$ cat src/design/dgcirq_pkg.sv
/*
  Constants for the disk-manager general control and interrupt summary block.
  Assumes a single 50 MHz bus clock shared with the microprocessor port.
*/
`default_nettype none
package dgcirq_pkg;
  typedef logic [7:0] dgcirq_byte_t;
  typedef logic [15:0] dgcirq_word_t;
  typedef logic [4:0] dgcirq_group_t;
  typedef logic [2:0] dgcirq_count_t;

  // Register offsets
  localparam dgcirq_byte_t OFS_GENERAL_CONFIG = 8'h00;
  localparam dgcirq_byte_t OFS_IRQ_SUMMARY_ONE = 8'h02;
  localparam dgcirq_byte_t OFS_IRQ_SUMMARY_TWO = 8'h04;
  localparam dgcirq_byte_t OFS_IRQ_ENABLE_ONE = 8'h06;
  localparam dgcirq_byte_t OFS_IRQ_ENABLE_TWO = 8'h08;
  localparam dgcirq_byte_t OFS_BUS_CAPTURE_HIGH = 8'h0a;
  localparam dgcirq_byte_t OFS_BUS_CAPTURE_LOW = 8'h0c;
  localparam dgcirq_byte_t OFS_BUS_CAPTURE_PARITY = 8'h0e;

  // Field positions
  localparam int SOFT_RESET_BIT = 0;
  localparam int READY_LSB = 1;
  localparam int READY_MSB = 2;
  localparam int REVISION_LSB = 4;
  localparam int REVISION_MSB = 7;
  localparam int ANY_PENDING_BIT = 7;
  localparam int GROUP_MSB = 4;

  // Revision code, value is arbitrary
  localparam logic [3:0] REVISION_FIELD = 4'h5;

  // Ready control codes and their wait lengths in bus clocks
  localparam logic [1:0] READY_CODE_SIX = 2'h0;
  localparam logic [1:0] READY_CODE_FIVE = 2'h1;
  localparam logic [1:0] READY_CODE_FOUR = 2'h2;
  localparam logic [1:0] READY_CODE_NONE = 2'h3;
  localparam dgcirq_count_t WAIT_SIX = 3'h6;
  localparam dgcirq_count_t WAIT_FIVE = 3'h5;
  localparam dgcirq_count_t WAIT_FOUR = 3'h4;
  localparam dgcirq_count_t WAIT_NONE = 3'h0;
  localparam dgcirq_count_t WAIT_LAST = 3'h1;

  // Reset values
  localparam dgcirq_byte_t BYTE_ZERO = 8'h00;
  localparam dgcirq_word_t WORD_ZERO = 16'h0000;
  localparam dgcirq_group_t GROUP_ZERO = 5'h00;
  localparam logic [1:0] PAIR_ZERO = 2'h0;
  localparam dgcirq_count_t COUNT_ZERO = 3'h0;

  typedef enum logic [2:0] {
    ST_IDLE = 3'b001,
    ST_WAIT = 3'b010,
    ST_DONE = 3'b100
  } dgcirq_state_e;
endpackage : dgcirq_pkg
`default_nettype wire

$ cat src/design/dgcirq_top.sv
/*
  General control registers of the disk manager: bus port with ready extension,
  configuration with soft disk-manager reset, interrupt summaries and masks, and the
  host-bus capture latch.
  Assumes pins arrive asynchronously; source flags come from logic on CLOCK.
*/
`default_nettype none
module dgcirq_top (
  input wire logic CLOCK,
  input wire logic RST,
  input wire logic HW_RESET_N,
  input wire logic ALE,
  input wire logic CHIP_SELECT_N,
  input wire logic READ_STROBE_N,
  input wire logic WRITE_STROBE_N,
  input wire dgcirq_pkg::dgcirq_byte_t AD_IN,
  output logic [7:0] AD_OUT,
  output logic AD_OE_N,
  output logic CPU_WAIT_OUT,
  input wire logic CPU_BUFFER_PARITY_FLAG,
  input wire logic HOST_BUFFER_FLAG,
  input wire logic DISK_ERROR_FLAG,
  input wire logic DISK_BUFFER_FLAG,
  input wire logic DISK_SEQUENCER_FLAG,
  input wire dgcirq_pkg::dgcirq_word_t HOST_DATA_BUS,
  input wire logic HOST_PARITY_LOW,
  input wire logic HOST_PARITY_HIGH,
  output logic IRQ_PIN_ONE,
  output logic IRQ_PIN_TWO,
  output logic DM_RESET
);
  import dgcirq_pkg::*;

  // Pin synchronisers
  logic ale_s1, ale_s2, cs_n_s1, cs_n_s2, hw_n_s1, hw_n_s2;
  logic rd_n_s1, rd_n_s2, rd_n_s3, wr_n_s1, wr_n_s2, wr_n_s3;
  dgcirq_byte_t ad_s1, ad_s2;
  logic [17:0] bus_s1, bus_s2;

  always_ff @(posedge CLOCK) begin
    if (RST) begin
      ale_s1 <= 1'b0;
      ale_s2 <= 1'b0;
      cs_n_s1 <= 1'b1;
      cs_n_s2 <= 1'b1;
      hw_n_s1 <= 1'b0;
      hw_n_s2 <= 1'b0;
      rd_n_s1 <= 1'b1;
      rd_n_s2 <= 1'b1;
      rd_n_s3 <= 1'b1;
      wr_n_s1 <= 1'b1;
      wr_n_s2 <= 1'b1;
      wr_n_s3 <= 1'b1;
      ad_s1 <= BYTE_ZERO;
      ad_s2 <= BYTE_ZERO;
      bus_s1 <= {PAIR_ZERO, WORD_ZERO};
      bus_s2 <= {PAIR_ZERO, WORD_ZERO};
    end else begin
      ale_s1 <= ALE;
      ale_s2 <= ale_s1;
      cs_n_s1 <= CHIP_SELECT_N;
      cs_n_s2 <= cs_n_s1;
      hw_n_s1 <= HW_RESET_N;
      hw_n_s2 <= hw_n_s1;
      rd_n_s1 <= READ_STROBE_N;
      rd_n_s2 <= rd_n_s1;
      rd_n_s3 <= rd_n_s2;
      wr_n_s1 <= WRITE_STROBE_N;
      wr_n_s2 <= wr_n_s1;
      wr_n_s3 <= wr_n_s2;
      ad_s1 <= AD_IN;
      ad_s2 <= ad_s1;
      bus_s1 <= {HOST_PARITY_LOW, HOST_PARITY_HIGH, HOST_DATA_BUS};
      bus_s2 <= bus_s1;
    end
  end

  logic rd_fall, wr_fall;
  assign rd_fall = rd_n_s3 & ~rd_n_s2;
  assign wr_fall = wr_n_s3 & ~wr_n_s2;

  // Address phase
  dgcirq_byte_t addr_reg;
  logic sel_reg;
  always_ff @(posedge CLOCK) begin
    if (RST) begin
      addr_reg <= BYTE_ZERO;
      sel_reg <= 1'b0;
    end else if (ale_s2) begin
      addr_reg <= ad_s2;
      sel_reg <= ~cs_n_s2;
    end
  end

  // Configuration and reset
  logic [1:0] ready_code_reg;
  logic soft_reset_reg;
  logic hw_reset_active;
  logic dm_reset_next;
  logic commit;
  logic write_now;
  logic is_write_reg;
  assign hw_reset_active = RST | ~hw_n_s2;
  // Reset from pin or soft bit
  assign dm_reset_next = hw_reset_active | soft_reset_reg;

  always_ff @(posedge CLOCK) begin
    if (hw_reset_active) begin
      ready_code_reg <= READY_CODE_SIX;
      soft_reset_reg <= 1'b0;
    // Soft bit changes by write or hardware reset only
    end else if (commit && write_now && addr_reg == OFS_GENERAL_CONFIG) begin
      ready_code_reg <= ad_s2[READY_MSB:READY_LSB];
      soft_reset_reg <= ad_s2[SOFT_RESET_BIT];
    end
  end

  always_ff @(posedge CLOCK) begin
    DM_RESET <= dm_reset_next;
  end

  // Ready extension
  dgcirq_state_e state_reg;
  dgcirq_count_t count_reg;
  dgcirq_count_t wait_len;
  logic start;
  assign start = sel_reg & (rd_fall | wr_fall);

  always_comb begin
    unique case (ready_code_reg)
      READY_CODE_SIX: wait_len = WAIT_SIX;
      READY_CODE_FIVE: wait_len = WAIT_FIVE;
      READY_CODE_FOUR: wait_len = WAIT_FOUR;
      READY_CODE_NONE: wait_len = WAIT_NONE;
    endcase
  end

  assign commit = (state_reg == ST_IDLE && start && wait_len == WAIT_NONE) ||
                  (state_reg == ST_WAIT && count_reg == WAIT_LAST);
  // Code three commits at start, before the access kind is stored
  assign write_now = (state_reg == ST_IDLE) ? wr_fall : is_write_reg;

  always_ff @(posedge CLOCK) begin
    if (RST) begin
      state_reg <= ST_IDLE;
      count_reg <= COUNT_ZERO;
      CPU_WAIT_OUT <= 1'b0;
      is_write_reg <= 1'b0;
    end else begin
      unique case (state_reg)
        ST_IDLE: begin
          if (start) begin
            is_write_reg <= wr_fall;
            count_reg <= wait_len;
            if (wait_len == WAIT_NONE) begin
              state_reg <= ST_DONE;
            end else begin
              CPU_WAIT_OUT <= 1'b1;
              state_reg <= ST_WAIT;
            end
          end
        end
        ST_WAIT: begin
          if (count_reg == WAIT_LAST) begin
            CPU_WAIT_OUT <= 1'b0;
            state_reg <= ST_DONE;
          end else begin
            count_reg <= count_reg - WAIT_LAST;
          end
        end
        ST_DONE: begin
          if (rd_n_s2 && wr_n_s2) begin
            state_reg <= ST_IDLE;
          end
        end
      endcase
    end
  end

  // Interrupt masks, cleared by disk-manager reset
  dgcirq_group_t enable_one_reg, enable_two_reg, flags;
  assign flags = {CPU_BUFFER_PARITY_FLAG, HOST_BUFFER_FLAG, DISK_ERROR_FLAG,
                  DISK_BUFFER_FLAG, DISK_SEQUENCER_FLAG};

  always_ff @(posedge CLOCK) begin
    if (dm_reset_next) begin
      enable_one_reg <= GROUP_ZERO;
      enable_two_reg <= GROUP_ZERO;
    end else if (commit && write_now) begin
      if (addr_reg == OFS_IRQ_ENABLE_ONE) begin
        enable_one_reg <= ad_s2[GROUP_MSB:0];
      end
      if (addr_reg == OFS_IRQ_ENABLE_TWO) begin
        enable_two_reg <= ad_s2[GROUP_MSB:0];
      end
    end
  end

  // Summaries and pins
  dgcirq_group_t summary_one_reg, summary_two_reg;
  always_ff @(posedge CLOCK) begin
    if (dm_reset_next) begin
      summary_one_reg <= GROUP_ZERO;
      summary_two_reg <= GROUP_ZERO;
      IRQ_PIN_ONE <= 1'b0;
      IRQ_PIN_TWO <= 1'b0;
    end else begin
      summary_one_reg <= flags & enable_one_reg;
      summary_two_reg <= flags & enable_two_reg;
      IRQ_PIN_ONE <= |(flags & enable_one_reg);
      IRQ_PIN_TWO <= |(flags & enable_two_reg);
    end
  end

  // Host bus capture
  dgcirq_word_t capture_data_reg;
  logic [1:0] capture_parity_reg;
  always_ff @(posedge CLOCK) begin
    if (!hw_n_s2) begin
      capture_data_reg <= bus_s2[15:0];
      capture_parity_reg <= bus_s2[17:16];
    end
  end

  // Read path
  dgcirq_byte_t read_mux;
  always_comb begin
    read_mux = BYTE_ZERO;
    unique case (addr_reg)
      OFS_GENERAL_CONFIG: read_mux = {REVISION_FIELD, 1'b0, ready_code_reg, soft_reset_reg};
      OFS_IRQ_SUMMARY_ONE: read_mux = {IRQ_PIN_ONE, 2'h0, summary_one_reg};
      OFS_IRQ_SUMMARY_TWO: read_mux = {IRQ_PIN_TWO, 2'h0, summary_two_reg};
      OFS_IRQ_ENABLE_ONE: read_mux = {3'h0, enable_one_reg};
      OFS_IRQ_ENABLE_TWO: read_mux = {3'h0, enable_two_reg};
      OFS_BUS_CAPTURE_HIGH: read_mux = capture_data_reg[15:8];
      OFS_BUS_CAPTURE_LOW: read_mux = capture_data_reg[7:0];
      OFS_BUS_CAPTURE_PARITY: read_mux = {6'h00, capture_parity_reg};
      default: read_mux = BYTE_ZERO;
    endcase
  end

  always_ff @(posedge CLOCK) begin
    if (RST) begin
      AD_OUT <= BYTE_ZERO;
      AD_OE_N <= 1'b1;
    end else begin
      AD_OUT <= read_mux;
      AD_OE_N <= ~(sel_reg & ~rd_n_s2);
    end
  end
endmodule : dgcirq_top
`default_nettype wire

$ cat config.mk
export PLATFORM = sky130hd
export DESIGN_NAME = dgcirq_top
export DESIGN_NICKNAME = d
export VERILOG_FILES = /design/src/design/dgcirq_pkg.sv /design/src/design/dgcirq_top.sv
export SDC_FILE = /design/constraint.sdc
export NUM_CORES = 1
export LEC_CHECK = 0
export CAP_MARGIN = 20
export CORE_MARGIN = 5
export CORE_UTILIZATION = 61
export CTS_CLUSTER_SIZE = 40
export DETAILED_ROUTE_END_ITERATION = 10
export DONT_BUFFER_PORTS = 1
export HOLD_SLACK_MARGIN = 0.08
export PLACE_DENSITY = 0.82
export SETUP_SLACK_MARGIN = 0.15
export SYNTH_ARGS = -nofsm -noshare
export SYNTH_HDL_FRONTEND = slang
export SYNTH_SLANG_ARGS = --single-unit
$ cat constraint.sdc
create_clock -name CLOCK -period 1.85 [get_ports CLOCK]
set_input_delay 0.2775 -clock CLOCK [delete_from_list [all_inputs] [get_ports CLOCK]]
set_output_delay 0.2775 -clock CLOCK [all_outputs]
set_load 0.005 [all_outputs]
## Yosys cells after proc, flatten, opt, wreduce, memory -nomap -nowiden

Cells that the tools add are included.

- Flip-flop bits (word level): 134
- Output and inout bits: 13

- $add $sub $neg: 1
- Equality and inequality tests: 19
- Mux-type cells: 15
- Bitwise gates (word level): 14
- Reductions and logical operators: 19

Operator list:

| kind | number |
|---|---|
| one-hot mux 8 bit (8 select lines) | 1 |
| equality test 8 x 4 -> 1 bit (second input constant) | 4 |
| 2-to-1 mux 3 bit | 6 |
| equality test 8 x 3 -> 1 bit (second input constant) | 2 |
| one-hot mux 3 bit (4 select lines) | 1 |
| AND 5 bit | 2 |
| OR reduction 5 bit | 2 |
| one-hot mux 3 bit (3 select lines) | 1 |
| equality test 8 x 2 -> 1 bit (second input constant) | 1 |
| logical NOT 8 bit | 1 |
| inequality test 2 bit (second input constant) | 4 |
| equality test 3 x 1 -> 1 bit (second input constant) | 2 |
| logical AND 1 bit | 6 |
| one-hot mux 3 bit (2 select lines) | 1 |
| AND reduction 2 bit | 3 |
| AND reduction 3 bit | 2 |
| NOT 1 bit | 5 |
| AND 1 bit | 4 |
| equality test 2 bit (second input constant) | 2 |
| 2-to-1 mux 1 bit | 4 |
| AND reduction 4 bit | 1 |
| equality test 3 x 2 -> 1 bit (second input constant) | 1 |
| equality test 3 bit (second input constant) | 1 |
| logical NOT 3 bit | 1 |
| other kinds (8) | 10 |

## Depth between registers and ports, before layout

- Depth in word-level cells: 9
- Depth in mapped cells: 7
- Gate-level depth less buffers: 6

## Worst setup path before layout

No wires, ideal clock.

- Kind: register to register
- Start: register state_reg[0]
- End: register enable_one_reg[1]
- Setup time: 0.132 ns
- Data arrival time: 1.450 ns
- Required time: 1.718 ns
- Path slack: 0.268 ns
- Cell stages (with the launch flop): 8
- Clock period less this slack: 1.582 ns
- Path through: dfxtp_1 -> buf_6 -> or3b_1 -> buf_6 -> o32a_1 -> buf_6 -> o21ai_1 -> a21oi_1

- Cells in the longest elaborated chain, start to end: 6
- Elaborated cells on any way between the ends: 9

Ends and longest elaborated chain:

| element | line | text |
|---|---|---|
| from (decl) | dgcirq_top.sv:123 | `dgcirq_state_e state_reg;` |
| from (signal assigned) | dgcirq_top.sv:145 | `state_reg <= ST_IDLE;` |
| from (signal assigned) | dgcirq_top.sv:156 | `state_reg <= ST_DONE;` |
| from (signal assigned) | dgcirq_top.sv:159 | `state_reg <= ST_WAIT;` |
| equality test 3 x 1 -> 1 bit | dgcirq_top.sv:138, dgcirq_top.sv:141 |  |
| logical AND 1 bit (2 in series) | dgcirq_top.sv:138 | `assign commit = (state_reg == ST_IDLE && start && wait_len == WAIT_NONE) \|\|` |
| logical OR 1 bit | dgcirq_top.sv:138 |  |
| logical AND 1 bit (*) | dgcirq_top.sv:189 | `end else if (commit && write_now) begin` |
| AND reduction 2 bit (no source line) (*) | -- |  |
| to (signal assigned) | dgcirq_top.sv:191 | `enable_one_reg <= ad_s2[GROUP_MSB:0];` |
| to (decl) | dgcirq_top.sv:181 | `dgcirq_group_t enable_one_reg, enable_two_reg, flags;` |

Mark *: on every way between the ends. The rest lies on a longest branch, timed or not.
A chain may end at the register's enable or synchronous reset.

## Worst setup path in the final report

- Start: register addr_reg[3]
- End: register enable_two_reg[0]

- Cells in the longest elaborated chain, start to end: 2

Ends and longest elaborated chain:

| element | line | text |
|---|---|---|
| from (decl) | dgcirq_top.sv:83 | `dgcirq_byte_t addr_reg;` |
| from (signal assigned) | dgcirq_top.sv:90 | `addr_reg <= ad_s2;` |
| equality test 8 x 4 -> 1 bit | dgcirq_top.sv:193 | `if (addr_reg == OFS_IRQ_ENABLE_TWO) begin` |
| AND reduction 2 bit (no source line) | -- |  |
| to (signal assigned) | dgcirq_top.sv:194 | `enable_two_reg <= ad_s2[GROUP_MSB:0];` |
| to (decl) | dgcirq_top.sv:181 |  |

Every way passes these cells.

==> flow_metrics.env <==
export IMPL_synthToLayoutAreaGrowth_pct=23.3
export IMPL_design_die_area_sq_um=9590
export IMPL_place_ws_ps=85.8
export IMPL_die_width_microns=98.0
export IMPL_drive_above_1_share=0.146
export IMPL_drc_errors=0
export IMPL_worstPathRequired_ps=2230
export IMPL_crit_path_end_kind="flip-flop"
export IMPL_synthTopCellsByArea="dfxtp_1 49%, edfxtp_1 11%, nor2b_1 8.4%, mux2i_1 3.2%, a21oi_1 2.2%"
export IMPL_pwr_share_comb=0.040
export IMPL_p_total_mw=6.52
export IMPL_worstPathArrival_ps=2080
export IMPL_clkPwrFrac=0.481
export IMPL_synth_edf_count=18
export IMPL_p_leak_nw=2.18
export IMPL_routed_wl_microns=9640
export IMPL_netlist_instances=428
export IMPL_synth_flop_cell="dfxtp_1"
export IMPL_grtUsageTotal=0.210
export IMPL_final_nets=512
export IMPL_slew_violations=0
export IMPL_slowest_delay_ps=510
export IMPL_num_antenna_cells=0
export IMPL_cts_buffers=17
export IMPL_portBuffers=0
export IMPL_core_sq_um=7650
export IMPL_worstMarginPinSlew_ps=383
export IMPL_start_util=0.617
export IMPL_internal_power_mw=5.03
export IMPL_ir_worst_vdd_uv=866
export IMPL_clk_latency_ps=510
export IMPL_synth_top_cells_by_count="116 x dfxtp_1, 63 x nor2b_1, 25 x nor2_1"
export IMPL_die_h_microns=98.0
export IMPL_drt_iter0_drc=262
export IMPL_ys_warnings_count=0
export IMPL_synth_seq_area_share=0.607
export IMPL_synth_top_area_share=0.492
export IMPL_layout_cells_non_filler=587
export IMPL_min_period_over_period=0.915
export IMPL_crit_slowest_cell="dfxtp_1"
export IMPL_crit_chain="buf_4, nor3b_2, nand3_1, o21ai_1, a21oi_1"
export IMPL_synthMostInstantiatedCell="dfxtp_1"
export IMPL_path_class="reg2reg"
export IMPL_wire_per_inst_microns=16.4
export IMPL_cts_root_buffer="clkbuf_8"
export IMPL_setup_tns_ps=0
export IMPL_grt_antenna_before_repair=0
export IMPL_async_flop_share=0
export IMPL_p_switching_mw=1.49
export IMPL_pwr_share_seq=0.479
export IMPL_grt_start_max_net_pins=81
export IMPL_clock_skew_ps=8.89
export IMPL_cap_viol_max_count=0
export IMPL_synth_ff_latch_count=134
export IMPL_hold_violations=0
export IMPL_via_per_inst=5.56
export IMPL_rsz0062_at_grt="true"
export IMPL_setup_slack_ps=157
export IMPL_firstDrtPassIters=5
export IMPL_power_density_nw_per_um2=1120
export IMPL_dp_hpwl_microns=5670
export IMPL_avgSynthCellArea_sq_um=11.0
export IMPL_fmax_mhz=591
export IMPL_clockBufferDepth=2
export IMPL_grt_pass1_vias=3260
export IMPL_gp_congestion=0.871
export IMPL_place_inst=514
export IMPL_swShare=0.229
export IMPL_clk_pin_slew_ps=60
export IMPL_status="complete, no violations"
export IMPL_grt_pass1_wl_microns=16000
export IMPL_synth_largest_area_cell="dfxtp_1"
export IMPL_htree_levels=4
export IMPL_fin_crit_ps=1690
export IMPL_hold_class="in2reg"
export IMPL_dr_total_vias=3261
export IMPL_ant_nets=0
export IMPL_cts_tree="done"
export IMPL_cp_start_kind="flip-flop"
export IMPL_setup_viol=0
export IMPL_syn_nets=468
export IMPL_crit_fanout=10
export IMPL_ioPinCount=51
export IMPL_ys_types=51
export IMPL_relSlewSlack=0.744
export IMPL_grt_ovfl_total=0
export IMPL_cts_sinks=134
export IMPL_fp_row_count=32
export IMPL_synth_area_sq_um=4720
[worst max-delay path, delay by kind of cell (launching register included)]
kind | cells | cell delay [ps]
flip-flops | 1 | 510
AND/OR/NAND/NOR | 2 | 490
AO/OA/AOI/OAI | 2 | 300
buffers and inverters | 1 | 270
[layout make-up]
cell class | instances | area (sq um)
flip-flops and latches | 134 | 2870
fillers | 470 | 1830
multi-input cells | 259 | 1720
repair buffers | 50 | 505
clock buffers | 18 | 418
clock inverters | 14 | 140
well taps | 102 | 128
inverters | 10 | 37.5
[cells in the final DEF (no fill, tap or decap), types with 4 or more instances in the layout]
master           n
dfxtp_1        112
nor2b_1         63
dlygate4sd3_1   39
nor2_1          24
a21oi_1         21
edfxtp_1        18
clkbuf_16       16
mux2i_1         15
nand3_1         14
and3_1          14
inv_1           10
o21ai_1         10
o21ai_0          9
buf_4            9
nand2_1          8
nor3_1           7
or2_2            7
a31oi_1          6
mux2_2           5
nand4_1          5
a221oi_1         4
dfxtp_2          4
[logic make-up (layout without fill, tap and decap cells)]
| logic type | count (synthesis) | in the layout | share of synthesized area |
|---|---|---|---|
| AO/OA/AOI/OAI | 77 | 77 | 0.112 |
| adder cells (fa/ha/maj) | 2 | 2 | 0.00530 |
| buffers and inverters | 35 | 92 | 0.0350 |
| flip-flops | 134 | 134 | 0.607 |
| multiplexers | 21 | 21 | 0.0485 |
| AND/OR/NAND/NOR | 159 | 159 | 0.192 |
[power by group through the flow]
| stage | Sequential [mW] | Combinational, mW | Clock (mW) |
|---|---|---|---|
| after CTS | 3.12 | 0.253 | 3.17 |
| after floorplan | 3.15 | 0.165 | 0 |
| final | 3.12 | 0.261 | 3.14 |
| after detailed placement | 3.18 | 0.156 | 0 |
| after global routing | 3.13 | 0.287 | 3.32 |
| after global placement | 3.18 | 0.150 | 0 |
[stage by stage]
stage | cell area (sq um) | util | hold WS, ps
6_report | 5820 | 0.761 | 124
4_1_cts | 5780 | 0.756 | 116
3_5_place_dp | 4790 | 0.626 | 358
2_1_floorplan | 4720 | - | 380
5_1_grt | 5820 | 0.761 | 150
3_3_place_gp | 4790 | 0.626 | 356
[per-layer routing]
layer | up-vias | track usage | part of all wire
met3 | 17 | 0.0607 | 0.076
met1 | 1506 | 0.267 | 0.43
met4 | 0 | 0.0788 | 0.017
met2 | 145 | 0.340 | 0.48
li1 | 1593 | - | -
met5 | - | 0 | 0
[timing repair]
action,4_1_cts,5_1_grt
gates resized for setup,3,8
pin swaps,1,1
setup buffers,0,1
hold buffers,40,0
hold endpoints to repair,105,0
setup endpoints to repair,16,19
cloned,0,0
[final timing paths]
check | cells after the start | end | slack, ps | start
max | 5 | enable_two_reg[0]$_SDFFE_PP0P_ | 160 | addr_reg[3]$_SDFFE_PP0P_
min | 2 | is_write_reg$_SDFFE_PP0P_ | 120 | RST
max reg2reg | 5 | enable_two_reg[0]$_SDFFE_PP0P_ | 160 | addr_reg[3]$_SDFFE_PP0P_
min reg2reg | 0 | capture_data_reg[6]$_DFFE_PN_ | 400 | bus_s2[6]$_SDFF_PP0_
Power figures use the tool's default switching activity.
